==> config.mk <==
export PLATFORM = sky130hd
export DESIGN_NAME = einf_top
export DESIGN_NICKNAME = d
export VERILOG_FILES = /design/src/rtl/einf_pkg.sv /design/src/rtl/einf_filt_if.sv /design/src/rtl/einf_sample_tick.sv /design/src/rtl/einf_digital_filter.sv /design/src/rtl/einf_top.sv
export SDC_FILE = /design/constraint.sdc
export NUM_CORES = 1
export LEC_CHECK = 0
export BUFFER_PORTS_ARGS = -buffer_cell sky130_fd_sc_hd__buf_2
export CAP_MARGIN = 20
export CORE_ASPECT_RATIO = 1.25
export CORE_UTILIZATION = 51
export DETAILED_ROUTE_END_ITERATION = 10
export PLACE_DENSITY = 0.78
export SYNTH_ARGS = -nofsm -noshare
export SYNTH_HDL_FRONTEND = slang
export SYNTH_SLANG_ARGS = --single-unit
export TNS_END_PERCENT = 30
==> constraint.sdc <==
create_clock -name core_clk_i -period 1.81 [get_ports core_clk_i]
set_input_delay 0.0905 -clock core_clk_i [delete_from_list [all_inputs] [get_ports core_clk_i]]
set_output_delay 0.0905 -clock core_clk_i [all_outputs]
set_load 0.01 [all_outputs]
==> src/rtl/einf_pkg.sv <==
// Constants and types shared by the external interrupt noise filter.
`default_nettype none
package einf_pkg;

   // ----------------------------------------------------------------
   // Register addresses
   // ----------------------------------------------------------------
   localparam logic [31:0] FILT_CTRL_ADDR = 32'hFFFFF318;
   localparam logic [31:0] RISE_A_ADDR = 32'hFFFFF320;
   localparam logic [31:0] FALL_A_ADDR = 32'hFFFFF321;
   localparam logic [31:0] RISE_B_ADDR = 32'hFFFFF322;
   localparam logic [31:0] FALL_B_ADDR = 32'hFFFFF323;
   localparam logic [31:0] RISE_C_ADDR = 32'hFFFFF324;
   localparam logic [31:0] FALL_C_ADDR = 32'hFFFFF325;
   localparam logic [31:0] STAT_ADDR   = 32'hFFFFF326;

   // ----------------------------------------------------------------
   // Field layout and reset values
   // ----------------------------------------------------------------
   localparam logic [7:0] REG_RESET     = 8'h00;
   localparam logic [7:0] FILT_CTRL_MASK = 8'hC7;
   localparam int         FILT_TYPE_BIT = 7;
   localparam int         SAMP_CNT_BIT  = 6;
   localparam int         CLK_SEL_MSB   = 2;
   localparam int         NMI_BIT_A     = 2;
   localparam int         PIN3_BIT_A    = 6;
   localparam int         PIN7_BIT_B    = 1;
   localparam int         PIN4_BIT_C    = 5;
   localparam int         PIN6_BIT_C    = 7;
   localparam int         STAT_LVL_BIT  = 0;
   localparam int         STAT_RUN_BIT  = 1;

   // ----------------------------------------------------------------
   // Sampling clock selection
   // ----------------------------------------------------------------
   localparam logic [2:0] CLK_SEL_DIV64   = 3'h0;
   localparam logic [2:0] CLK_SEL_DIV1024 = 3'h4;
   localparam logic [2:0] CLK_SEL_SUB     = 3'h5;
   localparam int         DIV64_CYCLES    = 64;
   localparam int         SAMPLE_DIV_W    = 10;
   localparam int         SAMP_MAX        = 3;
   localparam int         PIN_COUNT       = 9;

   typedef enum logic [1:0] {
      EINF_EDGE_NONE,
      EINF_EDGE_RISE,
      EINF_EDGE_FALL,
      EINF_EDGE_BOTH
   } einf_edge_t;

endpackage : einf_pkg
`default_nettype wire

==> src/rtl/einf_filt_if.sv <==
// Link between the sample tick source, the digital filter and the top.
`timescale 1ns/10ps
`default_nettype none
interface einf_filt_if;
   logic tick;
   logic count_sel;
   logic pin;
   logic level;
   modport gen  (output tick);
   modport filt (input tick, input count_sel, input pin, output level);
   modport ctrl (input tick, input level, output count_sel, output pin);
endinterface : einf_filt_if
`default_nettype wire

==> src/rtl/einf_sample_tick.sv <==
// Sampling tick generator for the digital noise eliminator.
`timescale 1ns/10ps
`default_nettype none
module einf_sample_tick
   import einf_pkg::*;
#(
   parameter int DIV_W = SAMPLE_DIV_W
)(
   input  wire logic       core_clk_i,   // Main clock.
   input  wire logic       rst_n_i,      // Async reset, low.
   input  wire logic [2:0] clk_sel_i,    // Sampling clock code.
   input  wire logic       standby_i,    // IDLE or STOP active.
   input  wire logic       sub_clock_i,  // Subclock level.
   einf_filt_if.gen        fif           // Tick out.
);

   logic [DIV_W-1:0] div_cnt;
   logic             sub_prev;

   function automatic logic [DIV_W-1:0] div_mask(input logic [2:0] sel);
      return DIV_W'((DIV64_CYCLES << sel) - 1);
   endfunction : div_mask

   always_ff @(posedge core_clk_i or negedge rst_n_i) begin
      if (!rst_n_i) begin
         div_cnt <= '0;
      end else begin
         div_cnt <= div_cnt + 1'b1;
      end
   end

   always_ff @(posedge core_clk_i or negedge rst_n_i) begin
      if (!rst_n_i) begin
         sub_prev <= 1'b0;
      end else begin
         sub_prev <= sub_clock_i;
      end
   end

   // The main-clock taps halt in standby; the subclock keeps sampling.
   always_ff @(posedge core_clk_i or negedge rst_n_i) begin
      if (!rst_n_i) begin
         fif.tick <= 1'b0;
      end else if (clk_sel_i == CLK_SEL_SUB) begin
         fif.tick <= sub_clock_i & ~sub_prev;
      end else if (clk_sel_i <= CLK_SEL_DIV1024) begin
         fif.tick <= ~standby_i & ((div_cnt & div_mask(clk_sel_i)) == div_mask(clk_sel_i));
      end else begin
         fif.tick <= 1'b0;
      end
   end
endmodule : einf_sample_tick
`default_nettype wire

==> src/rtl/einf_digital_filter.sv <==
// Digital noise eliminator: level follows only agreeing consecutive samples.
`timescale 1ns/10ps
`default_nettype none
module einf_digital_filter
   import einf_pkg::*;
(
   input  wire logic core_clk_i,  // Main clock.
   input  wire logic rst_n_i,     // Async reset, low.
   einf_filt_if.filt fif          // Tick, pin, level.
);

   logic [SAMP_MAX-1:0] samp;
   logic [SAMP_MAX-1:0] next_samp;

   function automatic logic agree(input logic [SAMP_MAX-1:0] s, input logic two);
      return two ? (s[1] == s[0]) : (s[2] == s[1] && s[1] == s[0]);
   endfunction : agree

   assign next_samp = {samp[SAMP_MAX-2:0], fif.pin};

   always_ff @(posedge core_clk_i or negedge rst_n_i) begin
      if (!rst_n_i) begin
         samp <= '0;
      end else if (fif.tick) begin
         samp <= next_samp;
      end
   end

   // A pulse seen by fewer than M samples can never move the level.
   always_ff @(posedge core_clk_i or negedge rst_n_i) begin
      if (!rst_n_i) begin
         fif.level <= 1'b0;
      end else if (fif.tick && agree(next_samp, fif.count_sel)) begin
         fif.level <= next_samp[0];
      end
   end
endmodule : einf_digital_filter
`default_nettype wire

==> src/rtl/einf_top.sv <==
// External interrupt edge detection and noise filter, top level.
//
// Chosen here: the strobed register port.
`timescale 1ns/10ps
`default_nettype none
module einf_top
   import einf_pkg::*;
(
   input  wire logic        core_clk_i,              // 40 MHz main clock.
   input  wire logic        rst_n_i,                 // Async reset, low.
   input  wire logic [31:0] addr_i,                  // Register byte address.
   input  wire logic [7:0]  wdata_i,                 // Write data.
   input  wire logic        wr_stb_i,                // Write strobe.
   input  wire logic        rd_stb_i,                // Read strobe.
   output logic      [7:0]  rdata_o,                 // Read data, next cycle.
   input  wire logic        nmi_pin_i,               // Non-maskable pin.
   input  wire logic [7:0]  intp_pin_i,              // Maskable pins 0 to 7.
   input  wire logic        sub_clock_i,             // Subclock level.
   input  wire logic        idle_mode_i,             // IDLE mode active.
   input  wire logic        stop_mode_i,             // STOP mode active.
   output logic             nmi_req_o,               // NMI request pulse.
   output logic      [7:0]  intp_req_o               // Maskable request pulses.
);

   // ----------------------------------------------------------------
   // Registers
   // ----------------------------------------------------------------
   logic [7:0] noise_filter_control;
   logic [7:0] ext_int_rise_select_a;
   logic [7:0] ext_int_fall_select_a;
   logic [7:0] ext_int_rise_select_b;
   logic [7:0] ext_int_fall_select_b;
   logic [7:0] ext_int_rise_select_c;
   logic [7:0] ext_int_fall_select_c;

   logic                 filter_type_select;
   logic                 sample_count_select;
   logic [2:0]           sample_clock_sel;
   logic                 filtered_interrupt_pin;
   logic                 sampling_active;
   logic [PIN_COUNT-1:0] rising_sel;
   logic [PIN_COUNT-1:0] falling_sel;
   logic [PIN_COUNT-1:0] pin_src;
   logic [PIN_COUNT-1:0] pin_prev;
   logic [PIN_COUNT-1:0] edge_hit;
   logic [7:0]           next_rdata;
   logic [7:0]           status;

   einf_filt_if fif ();

   assign filter_type_select  = noise_filter_control[FILT_TYPE_BIT];
   assign sample_count_select = noise_filter_control[SAMP_CNT_BIT];
   assign sample_clock_sel    = noise_filter_control[CLK_SEL_MSB:0];

   // ----------------------------------------------------------------
   // Register writes
   // ----------------------------------------------------------------
   // Single-bit updates reach these as read-modify-write byte stores.
   always_ff @(posedge core_clk_i or negedge rst_n_i) begin
      if (!rst_n_i) begin
         noise_filter_control  <= REG_RESET;
         ext_int_rise_select_a <= REG_RESET;
         ext_int_fall_select_a <= REG_RESET;
         ext_int_rise_select_b <= REG_RESET;
         ext_int_fall_select_b <= REG_RESET;
         ext_int_rise_select_c <= REG_RESET;
         ext_int_fall_select_c <= REG_RESET;
      end else if (wr_stb_i) begin
         case (addr_i)
            FILT_CTRL_ADDR: noise_filter_control <= wdata_i & FILT_CTRL_MASK;
            RISE_A_ADDR: ext_int_rise_select_a <= wdata_i;
            FALL_A_ADDR: ext_int_fall_select_a <= wdata_i;
            RISE_B_ADDR: ext_int_rise_select_b <= wdata_i;
            FALL_B_ADDR: ext_int_fall_select_b <= wdata_i;
            RISE_C_ADDR: ext_int_rise_select_c <= wdata_i;
            FALL_C_ADDR: ext_int_fall_select_c <= wdata_i;
            default: ;
         endcase
      end
   end

   // ----------------------------------------------------------------
   // Register reads
   // ----------------------------------------------------------------
   // Sampling is reported active only for a legal code not halted by standby.
   assign sampling_active = (sample_clock_sel == CLK_SEL_SUB) ||
                            (sample_clock_sel <= CLK_SEL_DIV1024 &&
                             !(idle_mode_i || stop_mode_i));

   always_comb begin
      status               = 8'h00;
      status[STAT_LVL_BIT] = fif.level;
      status[STAT_RUN_BIT] = sampling_active & filter_type_select;
   end

   always_comb begin
      case (addr_i)
         FILT_CTRL_ADDR: next_rdata = noise_filter_control;
         RISE_A_ADDR: next_rdata = ext_int_rise_select_a;
         FALL_A_ADDR: next_rdata = ext_int_fall_select_a;
         RISE_B_ADDR: next_rdata = ext_int_rise_select_b;
         FALL_B_ADDR: next_rdata = ext_int_fall_select_b;
         RISE_C_ADDR: next_rdata = ext_int_rise_select_c;
         FALL_C_ADDR: next_rdata = ext_int_fall_select_c;
         STAT_ADDR:   next_rdata = status;
         default:     next_rdata = 8'h00;
      endcase
   end

   // Read data stands for one cycle only, then returns to zero.
   always_ff @(posedge core_clk_i or negedge rst_n_i) begin
      if (!rst_n_i) begin
         rdata_o <= 8'h00;
      end else if (rd_stb_i) begin
         rdata_o <= next_rdata;
      end else begin
         rdata_o <= 8'h00;
      end
   end

   // ----------------------------------------------------------------
   // Digital noise eliminator
   // ----------------------------------------------------------------
   assign fif.pin       = intp_pin_i[3];
   assign fif.count_sel = sample_count_select;

   einf_sample_tick u_tick (
      .core_clk_i  (core_clk_i),
      .rst_n_i     (rst_n_i),
      .clk_sel_i   (sample_clock_sel),
      .standby_i   (idle_mode_i | stop_mode_i),
      .sub_clock_i (sub_clock_i),
      .fif         (fif)
   );

   einf_digital_filter u_filt (
      .core_clk_i (core_clk_i),
      .rst_n_i    (rst_n_i),
      .fif        (fif)
   );

   // The analog eliminator sits at the pad, so its output arrives as the pin.
   // Changing the filter type can itself look like an edge; software should
   // disable detection on that pin while switching.
   assign filtered_interrupt_pin = filter_type_select ? fif.level
                                                      : intp_pin_i[3];

   // ----------------------------------------------------------------
   // Edge selection map
   // ----------------------------------------------------------------
   // Index 0 is the NMI pin, indices 1 to 8 are maskable pins 0 to 7.
   assign rising_sel  = {ext_int_rise_select_b[PIN7_BIT_B],
                         ext_int_rise_select_c[PIN6_BIT_C:PIN4_BIT_C],
                         ext_int_rise_select_a[PIN3_BIT_A:NMI_BIT_A]};
   assign falling_sel = {ext_int_fall_select_b[PIN7_BIT_B],
                         ext_int_fall_select_c[PIN6_BIT_C:PIN4_BIT_C],
                         ext_int_fall_select_a[PIN3_BIT_A:NMI_BIT_A]};

   assign pin_src = {intp_pin_i[7:4], filtered_interrupt_pin,
                     intp_pin_i[2:0], nmi_pin_i};

   // ----------------------------------------------------------------
   // Edge detection
   // ----------------------------------------------------------------
   function automatic logic edge_valid(input einf_edge_t mode,
                                       input logic       now,
                                       input logic       was);
      logic hit;
      hit = 1'b0;
      unique case (mode)
         EINF_EDGE_NONE: hit = 1'b0;
         EINF_EDGE_RISE: hit = now & ~was;
         EINF_EDGE_FALL: hit = ~now & was;
         EINF_EDGE_BOTH: hit = now ^ was;
      endcase
      return hit;
   endfunction : edge_valid

   always_ff @(posedge core_clk_i or negedge rst_n_i) begin
      if (!rst_n_i) begin
         pin_prev <= '0;
      end else begin
         pin_prev <= pin_src;
      end
   end

   always_comb begin
      for (int i = 0; i < PIN_COUNT; i++) begin
         edge_hit[i] = edge_valid(einf_edge_t'({falling_sel[i], rising_sel[i]}),
                                  pin_src[i], pin_prev[i]);
      end
   end

   always_ff @(posedge core_clk_i or negedge rst_n_i) begin
      if (!rst_n_i) begin
         nmi_req_o  <= 1'b0;
         intp_req_o <= 8'h00;
      end else begin
         nmi_req_o  <= edge_hit[0];
         intp_req_o <= edge_hit[PIN_COUNT-1:1];
      end
   end
endmodule : einf_top
`default_nettype wire

After elaboration in Yosys (flattened, before gate mapping) --
Cells that the tools add are included.
Storage, ports and cells: register bits after elaboration 94
Operators by class: eq/ne operators 39, bitwise operators 52, reduce and logical (&&, ||, !) cells 22, multiplexer cells 15, magnitude comparators 1, add/subtract/negate cells 2, shift-type cells 1
Operator list (number):
- equality test 32 bit, second input constant | 8
- one-hot mux 8 bit (8 select lines) | 1
- equality test 2 bit, second input constant | 18
- one-hot mux 1 bit (4 select lines) | 9
- bitwise AND 1 bit | 21
- NOT 1 bit | 20
- equality test 2 x 1 -> 1 bit, second input constant | 9
- logical NOT 2 bit | 9
- AND reduction 2 bit | 7
- adder 10 x 1 -> 10 bit, second input constant | 1
- bitwise AND 10 bit | 1
- equality test 10 bit | 1
- left shift 7 x 3 -> 10 bit, first input constant | 1
- subtractor 10 x 2 -> 10 bit, second input constant | 1
- bitwise XOR 1 bit | 9
- two-way mux 8 bit | 1
- two-way mux 1 bit | 4
- equality test 3 bit, second input constant | 1
- less-or-equal comparator 3 bit, second input constant | 1
- logical AND 1 bit | 3
- equality test 1 bit | 2
- logical OR 1 bit | 2
- logical NOT 1 bit | 1
- bitwise OR 1 bit | 1

Longest topological paths before layout --
depth after elaboration 7, mapped depth 7

Modules after synthesis --
A second synthesis with hierarchy kept.
Second synthesis, totals: cell total of the unflattened synthesis 370, area, all modules 4553.1 um^2
By module, submodules not included:
- einf_top | area an instance 3868.7 um^2, instances 1, cells each 312
- einf_sample_tick | area an instance 549.3 um^2, instances 1, cells each 47
- einf_digital_filter | area an instance 135.1 um^2, instances 1, cells each 11

Least setup slack after synthesis --
Ideal clock, no wire load.
path type in2reg, from in addr_i[10], to reg ext_int_fall_select_b[0], path buffers 1, setup slack -12 ps, arrival time 1697 ps, stages on the path 6, cells stage by stage nand4bb_1 or4_1 buf_4 nor4_1 nand2_1 mux2_2
Between the ends: longest elaborated chain between the ends 2
RTL lines:
- start: declaration | RTL line einf_top.sv:11 | input wire logic [31:0] addr_i,
- equality test 32 bit | RTL line einf_top.sv:69 | case (addr_i)
- AND reduction 2 bit (no line)
- end signal: assignment | RTL line einf_top.sv:74 | FALL_B_ADDR: ext_int_fall_select_b <= wdata_i;
- end: declaration | RTL line einf_top.sv:32 | logic [7:0] ext_int_fall_select_b;
Every way passes these cells. A chain may end at the register's enable or synchronous reset.

Worst setup path after layout --
from in addr_i[1], to reg rdata_o[2]
Between the ends: longest elaborated chain between the ends 3, elaborated cells between the ends (all ways) 10, those cells by class 8 x eq/ne; 2 x mux
RTL lines:
- equality test 32 bit | RTL line einf_top.sv:97 | case (addr_i)
- one-hot mux 8 bit (8 select lines) (*) | RTL line einf_top.sv:97
- two-way mux 8 bit (*) | RTL line einf_top.sv:114 | end else if (rd_stb_i) begin
- end signal: assignment | RTL line einf_top.sv:115 | rdata_o <= next_rdata;
- end: declaration | RTL line einf_top.sv:15 | output logic [7:0] rdata_o,
Every way passes the cells marked *; elsewhere a longest branch is shown, timed or not.

==> impl_metrics.py <==
metrics = {
    "run_status": {
        "run_status": "finished, final reports clean",
    },
    "power_and_ir_drop": {
        "power.share.switching_pct": 22.8,
        "combPwrFrac_pct": 6.6,
        "power_frac_seq_pct": 55.5,
        "leakagePower_uw": 0.00301,
        "power.density_cell_area_mw_per_mm2": 649,
        "intPower_uw": 2940,
        "switchingPower_uw": 868,
        "vdd_ir_drop_max_uv": 556,
        "power_frac_clock_pct": 37.9,
    },
    "layout": {
        "post_route_cells_drive_above_1_share_pct": 40.7,
        "nNetsFinal": 584,
        "layout-area-overhead-vs-synth_pct": 27.6,
        "finish.instance_area_mm2": 0.00587,
        "final.fill_count": 670,
        "antennaDiodeCount": 0,
    },
    "synthesis": {
        "synth_seq_cells": 94,
        "proportion_of_synthesized_flip_flops_having_asynchronous_set_or_reset_pct": 100,
        "synth_area_per_cell_um2": 12.3,
        "yosys.area.top_type_share_pct": 51.1,
        "synth_top_flop_cell": "dfrtp_1",
        "synthTopCellsByArea": "dfrtp_1 51%, mux2_2 13%, ha_1 5.4%",
        "seq_area_frac_synth_pct": 51.1,
        "synth.lib_cells_used.distinct": 52,
        "post-synth-top-area-cell": "dfrtp_1",
        "postSynthNetCount": 449,
        "yosysWarnings": 0,
        "synth_cells": 373,
        "number_of_flops_mapped_to_enable_cells_by_yosys": 0,
        "post_synth_instance_area_mm2": 0.00460,
    },
    "worst_hold_path": {
        "startpoint_of_the_worst_hold_path": "wdata_i[5]",
        "worst_hold_path_type": "in -> reg",
    },
    "setup_path": {
        "worst-endpoint-required_ps": 2100,
        "critPathCapture": "rdata_o[2]",
        "largest_fanout_on_the_critical_path": 8,
        "type_of_the_worst_setup_path": "in -> reg",
        "rr_startpoint": "noise_filter_control[2]",
        "endpoint_kind": "flop",
        "cp.arrival_ps": 2050,
        "reg2regPathDepth": 5,
        "reg2reg_to": "u_tick.fif.tick",
        "critical_path.startpoint_type": "primary input",
        "rrSetupSlack_ps": 100,
        "worst_setup_startpoint": "addr_i[1]",
    },
    "clocking": {
        "clock_tree.buffer_depth": 2,
        "cts_setup_buffers": 0,
        "cts.htree.levels": 3,
        "clk_pin_slew_ps": 100,
        "numClockSinks": 94,
        "tritoncts.num_buffers": 9,
        "tritoncts_clock_tree": "yes",
        "clk_latency_ps": 360,
        "root_buffer": "clkbuf_8",
    },
    "detailed_routing": {
        "route.vias.total": 3504,
        "ant_nets": 0,
        "drt_iter0_drc": 175,
        "detailedRoute.firstPassIterationCount": 4,
        "drt-total-wl_um": 10600,
        "via_per_inst": 5.54,
        "post-route-drc-count": 0,
        "post_drt_wl_per_cell_um": 16.8,
    },
    "sta": {
        "setup_viol": 0,
        "post-route-min-period_ps": 1760,
        "clk_skew_ps": 14.3,
        "grt_setup_unrepaired": "false",
        "final_total_negative_setup_slack_ps": 0,
        "relSlewSlack_pct": 69.3,
        "worst-slew-pin-transition_ps": 456,
        "hold_violations": 0,
        "post-route-worst-setup-slack_ps": 49.3,
        "final-max-slew-violation-count": 0,
        "clock.fmax_mhz": 568,
        "period_share_pct": 97.3,
    },
    "placement": {
        "dpl_worst_slack_ps": -338,
        "detailed_place_hpwl_um": 7690,
        "buffer_ports.inserted": 72,
        "place_congestion": 0.890,
        "postPlaceCellArea_mm2": 0.00554,
    },
    "die": {
        "die_height_um": 108,
        "design.die.area_mm2": 0.00941,
        "start_util_pct": 52.9,
        "design.portCount": 73,
        "die_w_um": 87.0,
        "core_area_mm2": 0.00870,
        "fp_rows": 38,
    },
    "global_route": {
        "global_route_wire_length_before_repair_um": 17800,
        "leftover_overflow_at_the_end_of_global_routing": 0,
        "grt_pass1_vias": 3763,
        "grt_start_max_net_pins": 35,
        "grt_use_total_pct": 25.0,
        "number_of_antenna_violations_at_the_first_check_in_global_routing": 0,
    },
    "run": {
        "timing.max_cap.violations": 0,
    },
}
## flip-flops by register name, summed over array words and instances (netlist names), 2 cells and up
signal,flops
ext_int_rise_select_c,8
intp_req_o,8
noise_filter_control,5
ext_int_fall_select_a,8
pin_prev,9
ext_int_rise_select_b,8
ext_int_fall_select_b,8
rdata_o,8
u_tick.div_cnt,10
ext_int_fall_select_c,8
ext_int_rise_select_a,8
u_filt.samp,2
## cells in the final DEF (no fill, tap or decap), types with 5 or more instances in the layout
cell and count:
clkbuf_8 11, o21ai_0 11, buf_12 6, a22o_1 17
and3_1 9, dfrtp_1 93, mux2i_1 9, xnor2_1 5
ha_1 20, nand4_1 6, nor4_2 5, mux2_2 52
buf_2 71, buf_4 45, nor4_1 5, inv_1 32
dlygate4sd3_1 11, nor2_1 6, nand2_1 22, o31a_1 8
## per-stage QoR
stage                     cells  hold WS (ps)  total power [uW]  util, %
after floorplan             373          -205              2220        -
after global placement      606          63.1              2380     63.7
after detailed placement    606          73.4              2390     63.7
after CTS                   633          19.8              3850     67.3
after global routing        633          35.2              3960     67.5
final                       633          30.2              3810     67.5
## logic make-up (layout without fill, tap and decap cells)
logic type	Yosys count	count (layout)	share of synthesized area, %
flops	94	94	51.1
simple gates	89	89	12.8
mux	64	64	15.4
compound gates	56	56	10.1
buf+inv	41	181	3.48
fa+ha+maj	20	20	5.43
xor+xnor	9	9	1.71
## layout make-up
class                      instances  area (um2)  area share (%)
clock inverter                     4        53.8           0.916
sequential                        94        2350            40.1
clock buffer                      12         155            2.64
multi-input combinational        238        2120            36.1
inverter                          32         120            2.04
timing repair buffer             133         923            15.7
tap                              120         150            2.56
## synthesized netlist by cell type, types with 4 or more instances
| cell | count |
|---|---|
| a22o_1 | 17 |
| nand4_1 | 6 |
| o31a_1 | 8 |
| and3_1 | 9 |
| a221o_1 | 4 |
| mux2_2 | 53 |
| ha_1 | 20 |
| nor2_1 | 6 |
| xor2_1 | 4 |
| o21ai_0 | 11 |
| xnor2_1 | 5 |
| mux2i_1 | 9 |
| and2_1 | 4 |
| nor4_1 | 7 |
| nand2_1 | 23 |
| clkbuf_1 | 4 |
| inv_1 | 32 |
| dfrtp_1 | 94 |
| nand3_1 | 4 |
## power groups by stage
stage	sequential [uW]	combinational (uW)	clock (uW)
2_1_floorplan	2160	60.8	0
5_1_grt	2120	284	1550
4_1_cts	2120	255	1480
3_3_place_gp	2160	221	0
3_5_place_dp	2160	234	0
6_report	2120	250	1450
## critical path: stages
cell     delay, ps
buf_2          130
or4b_2         700
nor4_1         320
o21ai_0        230
a41oi_4        280
buf_12         160
o31a_1         140
## how the worst min path moves through the flow
| stage | cells past startpoint | end |
|---|---|---|
| after floorplan | 0 | ext_int_fall_select_a[0] |
| after global placement | 1 | pin_prev[1] |
| after detailed placement | 1 | ext_int_rise_select_a[2] |
| after CTS | 2 | ext_int_rise_select_b[5] |
| after global routing | 2 | ext_int_fall_select_b[3] |
| final | 2 | ext_int_rise_select_b[5] |
## routing by layer
layer | global-route usage [%] | part of all wire [%] | vias up
met4 | 8.81 | 2.4 | 0
li1 | - | - | 1640
met5 | 0 | 0 | -
met2 | 44.7 | 52 | 72
met3 | 5.11 | 3.1 | 24
met1 | 29.6 | 42 | 1768
## timing repair
| action | CTS | global route |
|---|---|---|
| endpoints found under the setup margin | 0 | 3 |
| resized for setup | 0 | 3 |
| hold buffers | 11 | 0 |
| hold endpoints to repair | 41 | 0 |
No activity file was read; power rests on OpenSTA's default activity.
